### config.mk
export PLATFORM = sky130hd
export DESIGN_NAME = tfsi_top
export DESIGN_NICKNAME = d
export VERILOG_FILES = /design/src/tfsi_pkg.sv /design/src/tfsi_flags.sv /design/src/tfsi_top.sv
export SDC_FILE = /design/constraint.sdc
export NUM_CORES = 1
export LEC_CHECK = 0
export BUFFER_PORTS_ARGS = -buffer_cell sky130_fd_sc_hd__buf_2
export CORE_MARGIN = 4
export CORE_UTILIZATION = 50
export CTS_CLUSTER_DIAMETER = 50
export DETAILED_ROUTE_END_ITERATION = 8
export PLACE_DENSITY = 0.74
export SLEW_MARGIN = 15
export SYNTH_ARGS = -nofsm -noshare
export SYNTH_HDL_FRONTEND = slang
export SYNTH_HIERARCHICAL = 1
export SYNTH_SLANG_ARGS = --single-unit
### constraint.sdc
create_clock -name clk_i -period 2.8 [get_ports clk_i]
set_input_delay 0.56 -clock clk_i [delete_from_list [all_inputs] [get_ports clk_i]]
set_output_delay 0.56 -clock clk_i [all_outputs]
set_load 0.02 [all_outputs]
### src/tfsi_pkg.sv
// Purpose: shared constants and carrier types of the transfer fifo status block
// Assumes: 32-bit classic wishbone, register index = byte address / 4
// Notes: fifo is 16 positions of up to two bytes
`default_nettype none
package tfsi_pkg;
  // register indices
  localparam logic [5:0] IDX_MASK = 6'h02;
  localparam logic [5:0] IDX_AUX = 6'h0A;
  localparam logic [5:0] IDX_STATUS = 6'h1A;
  localparam logic [5:0] IDX_CMD = 6'h1C;
  localparam logic [5:0] IDX_CONFIG = 6'h20;
  localparam logic [5:0] IDX_COUNT = 6'h21;
  localparam logic [5:0] IDX_EVENT = 6'h22;
  localparam logic [5:0] IDX_EVMASK = 6'h23;
  // status and mask bit positions
  localparam int BIT_DONE = 0;
  localparam int BIT_CORE = 1;
  localparam int BIT_NEF = 2;
  localparam int BIT_NFF = 3;
  localparam int BIT_STOP = 4;
  localparam int BIT_THR = 6;
  localparam int BIT_INT = 7;
  localparam logic [7:0] COND_BITS = 8'h5F;
  // config bits
  localparam int CFG_RECEIVE = 0;
  localparam int CFG_WIDE = 1;
  localparam logic [7:0] CFG_BITS = 8'h03;
  // command codes
  localparam logic [7:0] AUX_HOLDOFF_NOW = 8'h51;
  localparam logic [7:0] AUX_RELEASE_HOLDOFF = 8'h03;
  localparam logic [7:0] CMD_GO = 8'h04;
  localparam logic [7:0] CMD_STOP = 8'h08;
  // reset values and counter constants
  localparam logic [7:0] RST_BYTE = 8'h00;
  localparam logic [7:0] RST_CONFIG = 8'h02;
  localparam logic [31:0] RST_COUNT = 32'hFFFFFFFF;
  localparam logic [31:0] COUNT_LAST = 32'hFFFFFFFF;
  localparam logic [31:0] COUNT_ONE = 32'h00000001;
  // fifo geometry, threshold is 75% of the words
  localparam logic [5:0] FIFO_WORDS = 6'h10;
  localparam logic [5:0] THR_WORDS = 6'h0C;
  localparam logic [5:0] ONE_WORD = 6'h01;
  localparam logic [5:0] ONE_BYTE = 6'h01;

  typedef struct packed {
    logic threshold_ready;
    logic fifo_not_full;
    logic fifo_not_empty;
  } tfsi_flags_t;

  typedef struct packed {
    logic [5:0] fifo_bytes;
    logic byte_moved;
    logic done;
    logic core_interrupt_pending;
  } tfsi_tm_t;

  typedef struct packed {
    logic ready_req;
    logic not_busy_req;
    logic acceptor_not_ready_state;
  } tfsi_acc_t;
endpackage
`default_nettype wire

### src/tfsi_flags.sv
// Purpose: level flags of the transfer fifo from occupancy, direction and halt
// Assumes: occupancy is given in bytes, at most 32
// Notes: flags are registered, one cycle behind their inputs
`default_nettype none
module tfsi_flags
  import tfsi_pkg::*;
(
  // clock and reset
  input wire logic clk_i,
  input wire logic rst_i,
  // fifo state and mode
  input wire logic [5:0] fifo_bytes_i,
  input wire logic receive_i,
  input wire logic wide_i,
  input wire logic halt_i,
  input wire logic done_i,
  // flags
  output tfsi_flags_t flags_o
);
  tfsi_flags_t flags_d;
  tfsi_flags_t flags_q;
  wire logic [5:0] words = wide_i ? {1'b0, fifo_bytes_i[5:1]} : fifo_bytes_i;
  wire logic [5:0] free_words = FIFO_WORDS - words;
  wire logic fill_met = words >= THR_WORDS;
  wire logic free_met = free_words >= THR_WORDS;
  wire logic odd_tail = (fifo_bytes_i == ONE_BYTE) && halt_i;

  assign flags_d.threshold_ready = ~halt_i & ((free_met & ~receive_i) | (fill_met & receive_i));
  assign flags_d.fifo_not_full = free_words >= ONE_WORD;
  // done overrides both the word and the odd-byte case
  assign flags_d.fifo_not_empty = ~done_i & ((words >= ONE_WORD) | odd_tail);

  always_ff @(posedge clk_i) begin
    if (rst_i) begin
      flags_q <= '0;
    end else begin
      flags_q <= flags_d;
    end
  end

  assign flags_o = flags_q;
endmodule
`default_nettype wire

### src/tfsi_top.sv
// Purpose: status, mask and command registers of the transfer fifo
// Assumes: classic wishbone slave, 200 MHz single clock, sync reset
// Notes: fifo data path and acceptor machine live outside this block
//
// Local design decision: the Wishbone interface to the registers.
`default_nettype none
// How it works
// - receiving and running, threshold flag set when fifo at least 75% full.
// - sending and running, threshold flag set when at least 75% free.
// - threshold flag is not-halted and direction-selected threshold, low when halted.
// - each status condition requests interrupt while true and its enable set.
// - mask register reads back stored enables, not live conditions.
// - stopped flag sets when count runs out or stop command written while running; a stop in idle after reset leaves it clear.
// - not-full flag set while room for one more word, else clear.
// - not-empty flag set while at least one whole word is held.
// - not-empty also set for one lone byte when halted and not done.
// - not-empty clears below one word while running, and whenever done.
// - auxiliary code 0x51 blocks acceptor from leaving not-ready state.
// - while held off in not-ready state, ready-for-data holdoff kept asserted.
// - auxiliary code 0x03 releases the ready-for-data holdoff.
// - command 0x04 clears halt and starts; halted forces ready, not-busy false.
// - command 0x08 sets halt and stops the transfer manager.
// - byte counter counts each moved byte; software loads negated byte count.
module tfsi_top
  import tfsi_pkg::*;
(
  // clock and reset
  input wire logic clk_i,
  input wire logic rst_i,
  // wishbone slave
  input wire logic wb_cyc_i,
  input wire logic wb_stb_i,
  input wire logic wb_we_i,
  input wire logic [7:0] wb_adr_i,
  input wire logic [3:0] wb_sel_i,
  input wire logic [31:0] wb_dat_i,
  output logic [31:0] wb_dat_o,
  output logic wb_ack_o,
  // transfer manager side
  input wire tfsi_tm_t tm_i,
  output logic halt_o,
  // acceptor side
  input wire tfsi_acc_t acc_i,
  output logic acceptor_hold_o,
  output logic nrfd_hold_o,
  output logic local_ready_o,
  output logic local_not_busy_o,
  // interrupt
  output logic irq_o
);
  typedef enum logic [2:0] {
    TM_IDLE = 3'b001,
    TM_RUN = 3'b010,
    TM_STOPPED = 3'b100
  } tfsi_tm_state_t;

  function automatic logic hit(input logic [7:0] adr, input logic [5:0] idx);
    hit = adr[7:2] == idx;
  endfunction

  tfsi_tm_state_t tm_q;
  tfsi_tm_state_t tm_d;
  logic [7:0] mask_q;
  logic [7:0] config_q;
  logic [31:0] count_q;
  logic [31:0] count_d;
  logic [7:0] event_q;
  logic [7:0] event_d;
  logic [7:0] evmask_q;
  logic [7:0] cond_q;
  logic holdoff_q;
  logic holdoff_d;
  logic ack_q;
  logic [31:0] dat_q;
  logic irq_q;
  logic halt_q;
  logic acc_hold_q;
  logic nrfd_q;
  logic rdy_q;
  logic nba_q;
  tfsi_flags_t flags;

  // bus decode
  wire logic req = wb_cyc_i & wb_stb_i & ~ack_q;
  wire logic wr = req & wb_we_i;
  wire logic wr_lo = wr & wb_sel_i[0];
  wire logic wr_mask = wr_lo & hit(wb_adr_i, IDX_MASK);
  wire logic wr_aux = wr_lo & hit(wb_adr_i, IDX_AUX);
  wire logic wr_cmd = wr_lo & hit(wb_adr_i, IDX_CMD);
  wire logic wr_config = wr_lo & hit(wb_adr_i, IDX_CONFIG);
  wire logic wr_count = wr & hit(wb_adr_i, IDX_COUNT);
  wire logic wr_event = wr_lo & hit(wb_adr_i, IDX_EVENT);
  wire logic wr_evmask = wr_lo & hit(wb_adr_i, IDX_EVMASK);
  wire logic [7:0] wdat = wb_dat_i[7:0];

  // commands
  wire logic cmd_go = wr_cmd && (wdat == CMD_GO);
  wire logic cmd_stop = wr_cmd && (wdat == CMD_STOP);
  wire logic aux_hold = wr_aux && (wdat == AUX_HOLDOFF_NOW);
  wire logic aux_release = wr_aux && (wdat == AUX_RELEASE_HOLDOFF);

  // transfer manager
  wire logic running = tm_q == TM_RUN;
  wire logic halt = ~running;
  wire logic counting = running & tm_i.byte_moved;
  wire logic count_out = counting && (count_q == COUNT_LAST);

  // live conditions in status layout, summary bit left out here
  wire logic [7:0] cond_raw = {
    1'b0,
    flags.threshold_ready,
    1'b0,
    tm_q == TM_STOPPED,
    flags.fifo_not_full,
    flags.fifo_not_empty,
    tm_i.core_interrupt_pending,
    tm_i.done
  };
  wire logic [7:0] cond_en = cond_q & mask_q & COND_BITS;
  wire logic summary = |cond_en;
  wire logic [7:0] status = {summary, cond_q[6:0]};
  wire logic [7:0] rises = cond_raw & ~cond_q;

  tfsi_flags u_flags (
    .clk_i(clk_i),
    .rst_i(rst_i),
    .fifo_bytes_i(tm_i.fifo_bytes),
    .receive_i(config_q[CFG_RECEIVE]),
    .wide_i(config_q[CFG_WIDE]),
    .halt_i(halt),
    .done_i(tm_i.done),
    .flags_o(flags)
  );

  // run state: go starts, stop or exhausted count halts
  always_comb begin
    tm_d = tm_q;
    unique case (tm_q)
      TM_IDLE, TM_STOPPED: begin
        if (cmd_go) begin
          tm_d = TM_RUN;
        end
      end
      TM_RUN: begin
        if (cmd_stop || count_out) begin
          tm_d = TM_STOPPED;
        end
      end
    endcase
  end

  // counter write by byte lanes, hardware count on top
  always_comb begin
    count_d = count_q;
    for (int i = 0; i < 4; i++) begin
      if (wr_count && wb_sel_i[i]) begin
        count_d[8*i +: 8] = wb_dat_i[8*i +: 8];
      end
    end
    if (counting) begin
      count_d = count_q + COUNT_ONE;
    end
  end

  // sticky events: set beats the write-one clear
  assign event_d = (event_q & ~(wr_event ? wdat : RST_BYTE)) | (rises & COND_BITS);

  // holdoff: hold command wins if both could meet
  assign holdoff_d = aux_hold | (holdoff_q & ~aux_release);

  // read mux
  logic [31:0] rdat;
  always_comb begin
    rdat = '0;
    if (hit(wb_adr_i, IDX_MASK)) begin
      rdat[7:0] = mask_q;
    end else if (hit(wb_adr_i, IDX_STATUS)) begin
      rdat[7:0] = status;
    end else if (hit(wb_adr_i, IDX_CONFIG)) begin
      rdat[7:0] = config_q;
    end else if (hit(wb_adr_i, IDX_COUNT)) begin
      rdat = count_q;
    end else if (hit(wb_adr_i, IDX_EVENT)) begin
      rdat[7:0] = event_q;
    end else if (hit(wb_adr_i, IDX_EVMASK)) begin
      rdat[7:0] = evmask_q;
    end
  end

  // bus answer, one cycle after the request
  always_ff @(posedge clk_i) begin
    if (rst_i) begin
      ack_q <= 1'b0;
      dat_q <= '0;
    end else begin
      ack_q <= req;
      dat_q <= (req & ~wb_we_i) ? rdat : '0;
    end
  end

  // software registers
  always_ff @(posedge clk_i) begin
    if (rst_i) begin
      mask_q <= RST_BYTE;
      config_q <= RST_CONFIG;
      evmask_q <= RST_BYTE;
    end else begin
      if (wr_mask) begin
        mask_q <= wdat & COND_BITS;
      end
      if (wr_config) begin
        config_q <= wdat & CFG_BITS;
      end
      if (wr_evmask) begin
        evmask_q <= wdat & COND_BITS;
      end
    end
  end

  // block state
  always_ff @(posedge clk_i) begin
    if (rst_i) begin
      tm_q <= TM_IDLE;
      count_q <= RST_COUNT;
      event_q <= RST_BYTE;
      cond_q <= RST_BYTE;
      holdoff_q <= 1'b0;
    end else begin
      tm_q <= tm_d;
      count_q <= count_d;
      event_q <= event_d;
      cond_q <= cond_raw;
      holdoff_q <= holdoff_d;
    end
  end

  // registered outputs
  always_ff @(posedge clk_i) begin
    if (rst_i) begin
      halt_q <= 1'b1;
      acc_hold_q <= 1'b0;
      nrfd_q <= 1'b0;
      rdy_q <= 1'b0;
      nba_q <= 1'b0;
      irq_q <= 1'b0;
    end else begin
      halt_q <= tm_d != TM_RUN;
      acc_hold_q <= holdoff_d;
      nrfd_q <= holdoff_d & acc_i.acceptor_not_ready_state;
      rdy_q <= (tm_d == TM_RUN) & ~holdoff_d & acc_i.ready_req;
      nba_q <= (tm_d == TM_RUN) & acc_i.not_busy_req;
      irq_q <= summary | |(event_q & evmask_q);
    end
  end

  assign wb_ack_o = ack_q;
  assign wb_dat_o = dat_q;
  assign halt_o = halt_q;
  assign acceptor_hold_o = acc_hold_q;
  assign nrfd_hold_o = nrfd_q;
  assign local_ready_o = rdy_q;
  assign local_not_busy_o = nba_q;
  assign irq_o = irq_q;
endmodule
`default_nettype wire
# Word-level counts from Yosys, hierarchy flattened
# Cells that the tools add are included.
[word_totals]
regBits = 105
out_inout_bits = 39
wordCells = 127
[op_classes]
add_sub_neg = 2
n_lt_le_gt_ge = 4
eq_ne = 19
n_mux = 16
n_bitwise = 42
reduce_logical = 21
[op_table]
columns = ["cell", "count"]
rows = [
  ["8-bit two-way mux", 9],
  ["32-bit by 1-bit adder with 32-bit output (second input constant)", 1],
  ["32-bit equality test (second input constant)", 1],
  ["32-bit two-way mux", 1],
  ["6-bit equality test (second input constant)", 4],
  ["1-bit bitwise AND", 22],
  ["7-bit bitwise AND", 2],
  ["7-bit two-way mux", 2],
  ["6-bit by 5-bit equality test with 1-bit output (second input constant)", 2],
  ["6-bit by 1-bit greater-or-equal comparator with 1-bit output (second input constant)", 2],
  ["6-bit by 4-bit greater-or-equal comparator with 1-bit output (second input constant)", 2],
  ["6-bit OR reduction", 2],
  ["1-bit logical AND", 10],
  ["1-bit inverter", 9],
  ["8-bit by 7-bit bitwise AND with 8-bit output", 1],
  ["8-bit bitwise AND", 1],
  ["8-bit by 2-bit equality test with 1-bit output (second input constant)", 1],
  ["8-bit by 3-bit equality test with 1-bit output (second input constant)", 1],
  ["8-bit by 4-bit equality test with 1-bit output (second input constant)", 1],
  ["8-bit by 7-bit equality test with 1-bit output (second input constant)", 1],
  ["8-bit inverter", 1],
  ["8-bit by 7-bit bitwise OR with 8-bit output", 1],
  ["2-bit nonzero test", 4],
  ["8-bit OR reduction", 1],
  ["other kinds (16)", 22],
]

# Longest topological paths before layout
# Gate-level depths: netlist (run 1).
[logic_depth]
word_depth = 12
depth_mapped = 7

# Modules after synthesis
# The synthesis (run 1) kept the hierarchy.
[by_module_without_submodules]
columns = ["mod", "instances", "cells_per_inst", "area_per_inst_um2", "seq_area_each_um2"]
rows = [
  ["tfsi_top", 1, 508, 4568.1, 2042.0],
  ["tfsi_flags", 1, 35, 240.2, 60.1],
]

# Worst setup path after synthesis (run 1)
# OpenSTA, ideal clock, no wires.
[synth_timing]
path_type = "input to register"
startpoint = "in wb_adr_i[5]"
endpoint = "reg count_q[12]"
setup_time_ns = 0.124
arrival_ns = 2.256
setup_slack_ns = 0.420
stages = 6
n_path_buf = 1
path_cell_list = "or4b_1 > buf_2 > nor4_4 > nand2_4 > and3_1 > a2111o_1"
[synth_between]
elab_chain_len = 4
[synth_rtl]
columns = ["element", "line_no", "source"]
rows = [
  ["start, declared", "tfsi_top.sv:34", "input wire logic [7:0] wb_adr_i,"],
  ["6-bit equality test", "tfsi_top.sv:58", "hit = adr[7:2] == idx;"],
  ["1-bit bitwise AND", "tfsi_top.sv:91", "wire logic wr_count = wr & hit(wb_adr_i, IDX_COUNT);"],
  ["1-bit logical AND", "tfsi_top.sv:156", "if (wr_count && wb_sel_i[i]) begin"],
  ["2-bit nonzero test (no line)", "-", ""],
  ["end signal, assigned", "tfsi_top.sv:230", "count_q <= count_d;"],
  ["end, declared", "tfsi_top.sv:65", "logic [31:0] count_q;"],
]
# No other way between the ends.
# A chain may end at the register's enable or synchronous reset.

# Worst setup path in the final report (run 1)
[layout_timing]
startpoint = "reg count_q[0]"
endpoint = "reg rdy_q, in the netlist local_ready_o"
[layout_between]
elab_chain_len = 8
[layout_rtl]
columns = ["element", "line_no", "source"]
rows = [
  ["32-bit equality test", "tfsi_top.sv:106", "wire logic count_out = counting && (count_q == COUNT_LAST);"],
  ["1-bit logical AND", "tfsi_top.sv:106", ""],
  ["1-bit logical OR", "tfsi_top.sv:145", "if (cmd_stop || count_out) begin"],
  ["3-bit two-way mux", "tfsi_top.sv:145", ""],
  ["3-bit case mux with 2 select lines", "tfsi_top.sv:138", "unique case (tm_q)"],
  ["3-bit by 2-bit equality test with 1-bit output", "tfsi_top.sv:250", "rdy_q <= (tm_d == TM_RUN) & ~holdoff_d & acc_i.ready_req;"],
  ["1-bit bitwise AND (2 in series)", "tfsi_top.sv:250", ""],
  ["end signal, assigned", "tfsi_top.sv:250", ""],
  ["end, declared", "tfsi_top.sv:79", "logic rdy_q;"],
]
# No other way between the ends.

==> results of run 1 <==
power by group:
part	switching (mW)	internal, mW	leakage [nW]
logic	0.0986	0.0702	1.65
registers	0.00905	1.50	0.850
clock network	0.535	0.335	0.0888
cell type report:
| cell class | count | area (µm²) |
|---|---|---|
| Tap cell | 129 | 161 |
| Fill cell | 826 | 3640 |
| Sequential cell | 105 | 2100 |
| Timing Repair Buffer | 113 | 606 |
| Clock buffer | 10 | 128 |
| Clock inverter | 6 | 50.0 |
| Inverter | 17 | 63.8 |
| Multi-Input combinational cell | 391 | 2530 |
Yosys cell counts (all sizes together), types with 5 or more instances:
library cell  instances
and3                 14
inv                  17
clkbuf               20
nand4                 8
a22oi                 8
nand2                41
and2                 30
nor4                 13
a21oi                23
a22o                  5
nand3                26
a222oi                6
buf                  10
or3                   9
o211ai                9
mux2i                17
o21ai                21
a2111oi               5
dfxtp               105
a211oi                7
nor2b                14
nor3                 14
nor2                 47
nor3b                 5
cells by family after synthesis:
group | share of synthesized area [%]
adders and majority gates | 0.260
buffers and inverters | 3.83
muxes | 4.94
and+or+nand+nor | 29.5
AOI/OAI and AO/OA | 17.8
DFF | 43.7
worst register-to-register path, delay by kind of cell (launching register included):
kind	cells	cell delay, ps
adders and majority gates	1	260
buffers and inverters	3	470
and+or+nand+nor	3	980
AOI/OAI and AO/OA	1	50
DFF	1	470
worst paths after layout:
kind | depth (start not counted) | end
hold reg to reg | 1 | cond_q[2]
setup / recovery | 8 | local_ready_o
hold / removal | 2 | u_flags/flags_o[0]
setup reg to reg | 8 | local_ready_o
stage by stage:
step / instance area (µm²) / total power, mW / instances / hold slack [ps]
after detailed placement: 5470 / 1.71 / 755 / 442
after CTS: 5650 / 2.57 / 771 / 362
after global placement: 5470 / 1.71 / 755 / 439
after floorplan: 4810 / 1.62 / 543 / 430
after global routing: 5650 / 2.65 / 771 / 369
final: 5650 / 2.55 / 771 / 377
flip-flops by register name, indices dropped and copies added (netlist names), 2 cells and up:
signal	flops
cond_q	6
count_q	32
event_q	8
evmask_q	6
wb_dat_o	32
config_q	2
u_flags/flags_o	3
tm_q	3
mask_q	6
layer usage:
| metal | track usage (%) | routed length (µm) | part of all wire (%) |
|---|---|---|---|
| met5 | 0 | 0 | 0 |
| met4 | 7.86 | 193 | 1.5 |
| met2 | 37.0 | 6210 | 48 |
| met1 | 30.3 | 5560 | 43 |
| met3 | 3.52 | 929 | 7.2 |
==> results_dict.tcl, run 1 <==
set metrics [dict create \
    outcome "finished, final reports clean" \
    avgSynthCellArea_um2 8.86 \
    die_x_um 106 \
    skew_ps 18.7 \
    cp_slowest_stage_delay_ps 470 \
    synth_top_area_share_pct 43.7 \
    p_leak_nw 2.59 \
    grt_remaining_overflow 0 \
    critPathMaxFanout 7 \
    ys_ff_latch 105 \
    hold_viol 0 \
    r2r_slack_ps 490 \
    finalCritPeriodShare_pct 82.4 \
    r2r_start "count_q[0]" \
    ys.flop_type "dfxtp_1" \
    clock_latency_ps 370 \
    yosysSeqAreaShare_pct 43.7 \
    irDropWorstVdd_uv 250 \
    most-common-layout-cells "dfxtp_1 (105), buf_2 (97), nor2_1 (47)" \
    start_util_pct 51.8 \
    drv_slew 0 \
    mostFrequentLayoutCell "dfxtp_1" \
    cts_tree "built" \
    ys_warn_count 6 \
    cpLargestDelayFamily "simple AND/OR/NAND/NOR gates" \
    grt_max_degree 33 \
    max-cap-violations 0 \
    yosys.area.top_type "dfxtp_1" \
    yosysUniqueCellTypes 71 \
    syn_inst 543 \
    crit_chain "ha_1, inv_1, or3_1, buf_4, nor4_1, buf_4, a2111oi_2, and3_1" \
    diodes 0 \
    crit_path_end_kind "flop" \
    final_core_util_pct 60.8 \
    drc 0 \
    min_period_ps 2310 \
    areaGrowthSynthToFinish_pct 17.4 \
    min_from "tm_i[1]" \
    worst_slew_pin_slew_ps 737 \
    critical_path_class "flop to flop" \
    cts_buffers 9 \
    dieArea_um2 11200 \
    async_reset_ff_share_pct 0 \
    worstSetupStartpoint "count_q[0]" \
    antenna_found_initial 0 \
    viasPerCell 5.98 \
    cp_num_buf_inv 3 \
    layout-drive-gt1-share_pct 22.9 \
    startpoint_type "flop" \
    cts_sinks 105 \
    core_area_um2 9280 \
    grt_pass1_vias 4206 \
    htree_levels 3 \
    io_pins 100 \
    setup_violations 0 \
    clockBufferDepth 2 \
    dp_hpwl_mm 9.53 \
    fin_setup_tns_ps 0 \
    rows 35 \
    hp-class "input pin to flop" \
    p_per_area_nw_per_um2 452 \
    syn_area_um2 4810 \
    vias 4607 \
    arrival_ps 2590 \
    die_y_um 106 \
    crit_required_ps 3080 \
    wl_per_cell_um 16.7 \
    fin_ws_ps 492 \
    grt.total_usage_pct 22.6 \
    initialDrtViolationCount 406 \
    synth_area_leaders "dfxtp_1 (44%), and2_1 (3.8%), nor2_1 (3.7%)" \
    nNetsFinal 699 \
    rsz0062_at_grt "false" \
    postCtsHoldBufs 0 \
    cts_root_buf "clkbuf_8" \
    ant_nets 0 \
    gp_routability_congestion 0.881 \
    wl_mm 12.9 \
    slew_headroom_pct 50.8 \
    grt_pass1_wl_mm 20.7 \
    synth_edf_count 0 \
    ctsResizeCount 0 \
    clk_pin_slew_ps 110 \
    first_pass_iters 6 \
    io_buffers 97 \
    syn_nets 605 \
    slowest_stage "dfxtp_1" \
    post_cts_buffers 0 \
    pre_cts_slack_ps 160 \
    max_freq_mhz 433 \
    cp_common_cell "buf_4" \
]
(Power assumes the default switching activity.)
==> inputs of run 2 (changes only) <==
--- a/config.mk
+++ b/config.mk
@@ -5,12 +5,13 @@
 export SDC_FILE = /design/constraint.sdc
 export NUM_CORES = 1
 export LEC_CHECK = 0
+export ABC_AREA = 1
 export BUFFER_PORTS_ARGS = -buffer_cell sky130_fd_sc_hd__buf_2
 export CORE_MARGIN = 4
 export CORE_UTILIZATION = 50
 export CTS_CLUSTER_DIAMETER = 50
 export DETAILED_ROUTE_END_ITERATION = 8
-export PLACE_DENSITY = 0.74
+export PLACE_DENSITY = 0.73
 export SLEW_MARGIN = 15
 export SYNTH_ARGS = -nofsm -noshare
 export SYNTH_HDL_FRONTEND = slang
==> constraint.sdc (replaced) <==
create_clock -name clk_i -period 2.3 [get_ports clk_i]
set_input_delay 0.46 -clock clk_i [delete_from_list [all_inputs] [get_ports clk_i]]
set_output_delay 0.46 -clock clk_i [all_outputs]
set_load 0.02 [all_outputs]
==> run 2 against run 1 <==
Against the previous run: synthesized cell count rose by 52%; via count rose by 21%; core utilization fell by 2.1 points; clock-buffer cell count did not move; critical path depth rose by 2; global-route usage rose by 0.49 points; routed wire length rose by 14%; combinational power rose by 44%; critical endpoint is now count_q[30]; critical path type unchanged; clock power rose by 28%; worst setup slack got worse by 42 ps; sequential cell count did not move.
==> results_dict.tcl, run 2 <==
set metrics [dict create \
    areaGrowthSynthToFinish_pct 14.7 \
    synth_area_leaders "dfxtp_1 (38%), nand2_1 (13%), inv_1 (8.1%)" \
    io_pins 100 \
    cts_sinks 105 \
    yosysUniqueCellTypes 42 \
    viasPerCell 5.21 \
    startpoint_type "flop" \
    critPathMaxFanout 4 \
    grt_pass1_vias 5050 \
    min_period_ps 1850 \
    cts_root_buf "clkbuf_8" \
    nNetsFinal 990 \
    drc 0 \
    async_reset_ff_share_pct 0 \
    fin_setup_tns_ps 0 \
    worst_slew_pin_slew_ps 655 \
    arrival_ps 2120 \
    initialDrtViolationCount 397 \
    setup_violations 0 \
    combPwrFrac_pct 7.6 \
    rsz0062_at_grt "false" \
    yosysSeqAreaShare_pct 37.9 \
    syn_area_um2 5550 \
    synth_top_area_share_pct 37.9 \
    irDropWorstVdd_uv 360 \
    critical_path_class "flop to flop" \
    seq_power_share_pct 57.6 \
    clock_latency_ps 390 \
    core_area_um2 10800 \
    ys.flop_type "dfxtp_1" \
    slew_headroom_pct 56.0 \
    dp_hpwl_mm 11.1 \
    timing.hold.ws_ps 255 \
    die_y_um 113 \
    io_buffers 97 \
    p_clk_share_pct 34.8 \
    p_per_area_nw_per_um2 502 \
    synth_edf_count 0 \
    hold_viol 0 \
    rows 38 \
    diodes 0 \
    p_sw_share_pct 27.0 \
    clockBufferDepth 2 \
    grt_max_degree 31 \
    syn_inst 828 \
    wl_per_cell_um 13.7 \
    finalCritPeriodShare_pct 80.4 \
    skew_ps 13.4 \
    yosys-top-cells-count "nand2_1 (188), inv_1 (119), nor2_1 (110)" \
    outcome "finished, final reports clean" \
    antenna_found_initial 0 \
    postCtsHoldBufs 0 \
    yosys.cell_count.top_type "nand2_1" \
    syn_nets 890 \
    cellInternalPower_mw 2.33 \
    mostFrequentLayoutCell "nand2_1" \
    cts_buffers 9 \
    grt_pass1_wl_mm 24.0 \
    p_sw_uw 863 \
    start_util_pct 51.2 \
    die_x_um 113 \
    gp_routability_congestion 0.939 \
    clk_pin_slew_ps 100 \
    ys_ff_latch 105 \
    dieArea_um2 12800 \
    ant_nets 0 \
    post_cts_buffers 0 \
    crit_required_ps 2580 \
    avgSynthCellArea_um2 6.70 \
    most-common-layout-cells "nand2_1 (188), inv_1 (119), nor2_1 (109)" \
    grt.total_usage_pct 23.1 \
    first_pass_iters 6 \
    htree_levels 3 \
    wl_mm 14.7 \
    ys_warn_count 6 \
    hp-class "input pin to flop" \
    yosys.area.top_type "dfxtp_1" \
    vias 5585 \
    drv_slew 0 \
    grt_remaining_overflow 0 \
    p_leak_nw 3.65 \
    layout-drive-gt1-share_pct 19.6 \
    ctsResizeCount 0 \
    cts_tree "built" \
    max-cap-violations 0 \
    crit_path_end_kind "flop" \
    max_freq_mhz 541 \
]
## run 2: changes by cell type in the layout (fill, tap and decap cells not counted), sizes merged, moves of 14 or more
cell | previous run | this run
nand2 | 41 | 206
inv | 19 | 126
nor2 | 47 | 120
nand3 | 26 | 89
o21ai | 21 | 55
and2 | 30 | 0
mux2i | 17 | 0
nand4 | 8 | 22
## run 2: path summary, 6_finish.rpt
check	from	to	slack (ps)	cells after the start
hold / removal	rst_i	wb_ack_o	260	2
hold reg to reg	u_flags/flags_o[0]	cond_q[2]	430	2
setup / recovery	count_q[0]	count_q[30]	450	10
setup reg to reg	count_q[0]	count_q[30]	450	10
## run 2: layout make-up
cell class	instances	area, µm²
clock buffers	10	128
clock inverters	6	51.3
fillers	1078	4480
inverters	123	467
multi-input cells	577	2840
flip-flops and latches	105	2100
well taps	140	175
repair buffers	112	598
## run 2: per-stage QoR
step / cell area (µm²) / instances / utilization [%] / power (mW) / setup WS [ps]
floorplan: 5550 / 828 / - / 2.01 / 726
global placement: 6180 / 1057 / 57.1 / 2.12 / 289
detailed placement: 6180 / 1057 / 57.1 / 2.12 / 244
CTS: 6360 / 1073 / 58.7 / 3.20 / 454
global route: 6360 / 1073 / 58.7 / 3.32 / 238
finish: 6360 / 1073 / 58.7 / 3.19 / 450
## run 2: power by group through the flow
| stage | Clock (mW) | Sequential [mW] | Combinational (mW) |
|---|---|---|---|
| after floorplan | 0 | 1.88 | 0.130 |
| after global placement | 0 | 1.88 | 0.237 |
| after detailed placement | 0 | 1.88 | 0.241 |
| after CTS | 1.12 | 1.84 | 0.241 |
| after global routing | 1.21 | 1.84 | 0.271 |
| final | 1.11 | 1.84 | 0.244 |
## run 2: cells by family after synthesis
kind of cell | count (synthesis) | share of synthesized area, %
AND/OR/NAND/NOR | 466 | 38.8
buffers and inverters | 146 | 10.9
XOR/XNOR | 3 | 0.474
AO/OA/AOI/OAI | 107 | 11.7
adder cells (fa/ha/maj) | 1 | 0.225
flip-flops | 105 | 37.9
## run 2: routing by layer
layer  GRT usage [%]  routed length [µm]
met3            4.97                1030
met4            6.09                 223
met2            35.0                6440
met1            33.3                7040
met5               0                   0
## run 2: critical path, cell delays in order (launching register included)
cell,delay [ps]
dfxtp_1,420
ha_1,190
nand2_1,70
nor2_1,180
inv_1,110
nor3_1,460
nand2_1,90
nand2_1,80
nand2_1,40
nand2_1,50
nand3_1,60
==> inputs of run 3 (changes only) <==
==> constraint.sdc (replaced) <==
create_clock -name clk_i -period 1.9 [get_ports clk_i]
set_input_delay 0.38 -clock clk_i [delete_from_list [all_inputs] [get_ports clk_i]]
set_output_delay 0.38 -clock clk_i [all_outputs]
set_load 0.02 [all_outputs]
==> run 3 against run 2 <==
Against the previous run: clock skew up 2.6 ps; largest power group unchanged; critical endpoint is now count_q[24]; register-to-register slack lost 290 ps; highest routed layer unchanged; combinational power is 25% higher.
==> results_dict.tcl, run 3 (same netlist as run 2, synthesis figures left out) <==
set metrics [dict create \
    fin_ws_ps 165 \
    cts_root_buf "clkbuf_8" \
    cts_buffers 9 \
    ctsResizeCount 0 \
    grt_pass1_vias 5057 \
    reg2reg_depth 9 \
    stdcell_area_um2 6540 \
    vias 5699 \
    finalCritPeriodShare_pct 91.3 \
    p_leak_nw 3.75 \
    clock_latency_ps 390 \
    stdcell_count 1090 \
    setup_violations 0 \
    start_util_pct 51.2 \
    post_cts_buffers 0 \
    p_per_area_nw_per_um2 600 \
    skew_ps 15.9 \
    cp_common_cell "nand2_1" \
    pre_cts_slack_ps 43.0 \
    rsz0062_at_grt "false" \
    dieArea_um2 12800 \
    nNetsFinal 1007 \
    arrival_ps 2010 \
    placed_area_um2 6340 \
    place_inst 1074 \
    io_pins 100 \
    diodes 0 \
    rows 38 \
    initialDrtViolationCount 436 \
    htree_levels 3 \
    gp_routability_congestion 0.925 \
    min_from "rst_i" \
    grt_remaining_overflow 0 \
    cts_sinks 105 \
    max_freq_mhz 576 \
    min_period_ps 1740 \
    grt_max_degree 25 \
    antenna_found_initial 0 \
    mostFrequentLayoutCell "nand2_1" \
    clk_pin_slew_ps 100 \
    grt.total_usage_pct 23.8 \
    layout-drive-gt1-share_pct 21.5 \
    worstSetupStartpoint "tm_q[0]" \
    cts_tree "built" \
    wl_mm 15.1 \
    clockBufferDepth 2 \
    die_x_um 113 \
    ant_nets 0 \
    fin_setup_tns_ps 0 \
    slew_headroom_pct 64.9 \
    drc 0 \
    irDropWorstVdd_uv 442 \
    critical_path_class "flop to flop" \
    whs_path_depth 2 \
    die_y_um 113 \
    crit_path_end_kind "flop" \
    wl_per_cell_um 13.9 \
    drv_slew 0 \
    startpoint_type "flop" \
    grt_pass1_wl_mm 24.6 \
    cp_slowest_stage_delay_ps 360 \
    core_area_um2 10800 \
    fillCellCount 1088 \
    areaGrowthSynthToFinish_pct 18.0 \
    dp_hpwl_mm 11.7 \
    hp-class "input pin to flop" \
    outcome "finished, final reports clean" \
    r2r_start "tm_q[0]" \
    critPathMaxFanout 14 \
    io_buffers 97 \
    viasPerCell 5.23 \
    hold_viol 0 \
    slowest_stage "nand2_1" \
    first_pass_iters 5 \
    max-cap-violations 0 \
    crit_required_ps 2180 \
    most-common-layout-cells "nand2_1 (188), inv_1 (119), nor2_1 (107)" \
    crit_chain "inv_1, nand2_1, nor2_1, nand2_1, buf_4, nand4_1, nand2_1, nor2_1, nand2_1" \
    postCtsHoldBufs 0 \
    worst_slew_pin_slew_ps 525 \
]
run 3: changes by cell type in the layout (fill, tap and decap cells not counted), moves of 2 or more:
| cell | change |
|---|---|
| buf_12 | +2 |
| buf_4 | +15 |
| nor2_1 | -2 |
| nor2_2 | +2 |
run 3: routing by layer:
metal | global-route usage, % | routed length (µm) | share of wire [%] | vias to the layer above
li1 | - | - | - | 2890
met1 | 34.7 | 7120 | 47 | 2577
met2 | 36.1 | 6720 | 44 | 211
met3 | 4.12 | 1010 | 6.7 | 21
met4 | 6.97 | 252 | 1.7 | 0
met5 | 0 | 0 | 0 | -
run 3: path summary, 6_finish.rpt:
path	slack, ps	endpoint
setup / recovery	160	count_q[24]
hold / removal	180	wb_ack_o
setup reg to reg	160	count_q[24]
hold reg to reg	430	cond_q[2]
run 3: layout make-up:
| cell class | instances | area [µm²] | share of cell area, % |
|---|---|---|---|
| Clock buffer | 10 | 138 | 2.10 |
| Clock inverter | 6 | 58.8 | 0.899 |
| Inverter | 123 | 467 | 7.13 |
| Multi-Input combinational cell | 577 | 2850 | 43.6 |
| Sequential cell | 105 | 2100 | 32.1 |
| Tap cell | 140 | 175 | 2.68 |
| Timing Repair Buffer | 129 | 751 | 11.5 |
run 3: metrics by stage:
stage / total power, mW / hold WS, ps / utilization [%]
after CTS: 3.95 / 169 / 60.3
after global routing: 4.08 / 165 / 60.4
final: 3.93 / 178 / 60.4
after floorplan: 2.43 / 400 / -
after global placement: 2.57 / 414 / 58.5
after detailed placement: 2.58 / 417 / 58.5
run 3: worst max-delay path, delay by kind of cell, from the launching register on:
kind	cells	cell delay, ps
buf+inv	2	400
flops	1	340
simple gates	7	900
run 3: report_power, final:
group          internal [mW]  total [mW]  switching [mW]
Combinational          0.113       0.304           0.192
Clock                  0.543        1.40           0.854
Sequential              2.22        2.23         0.00858
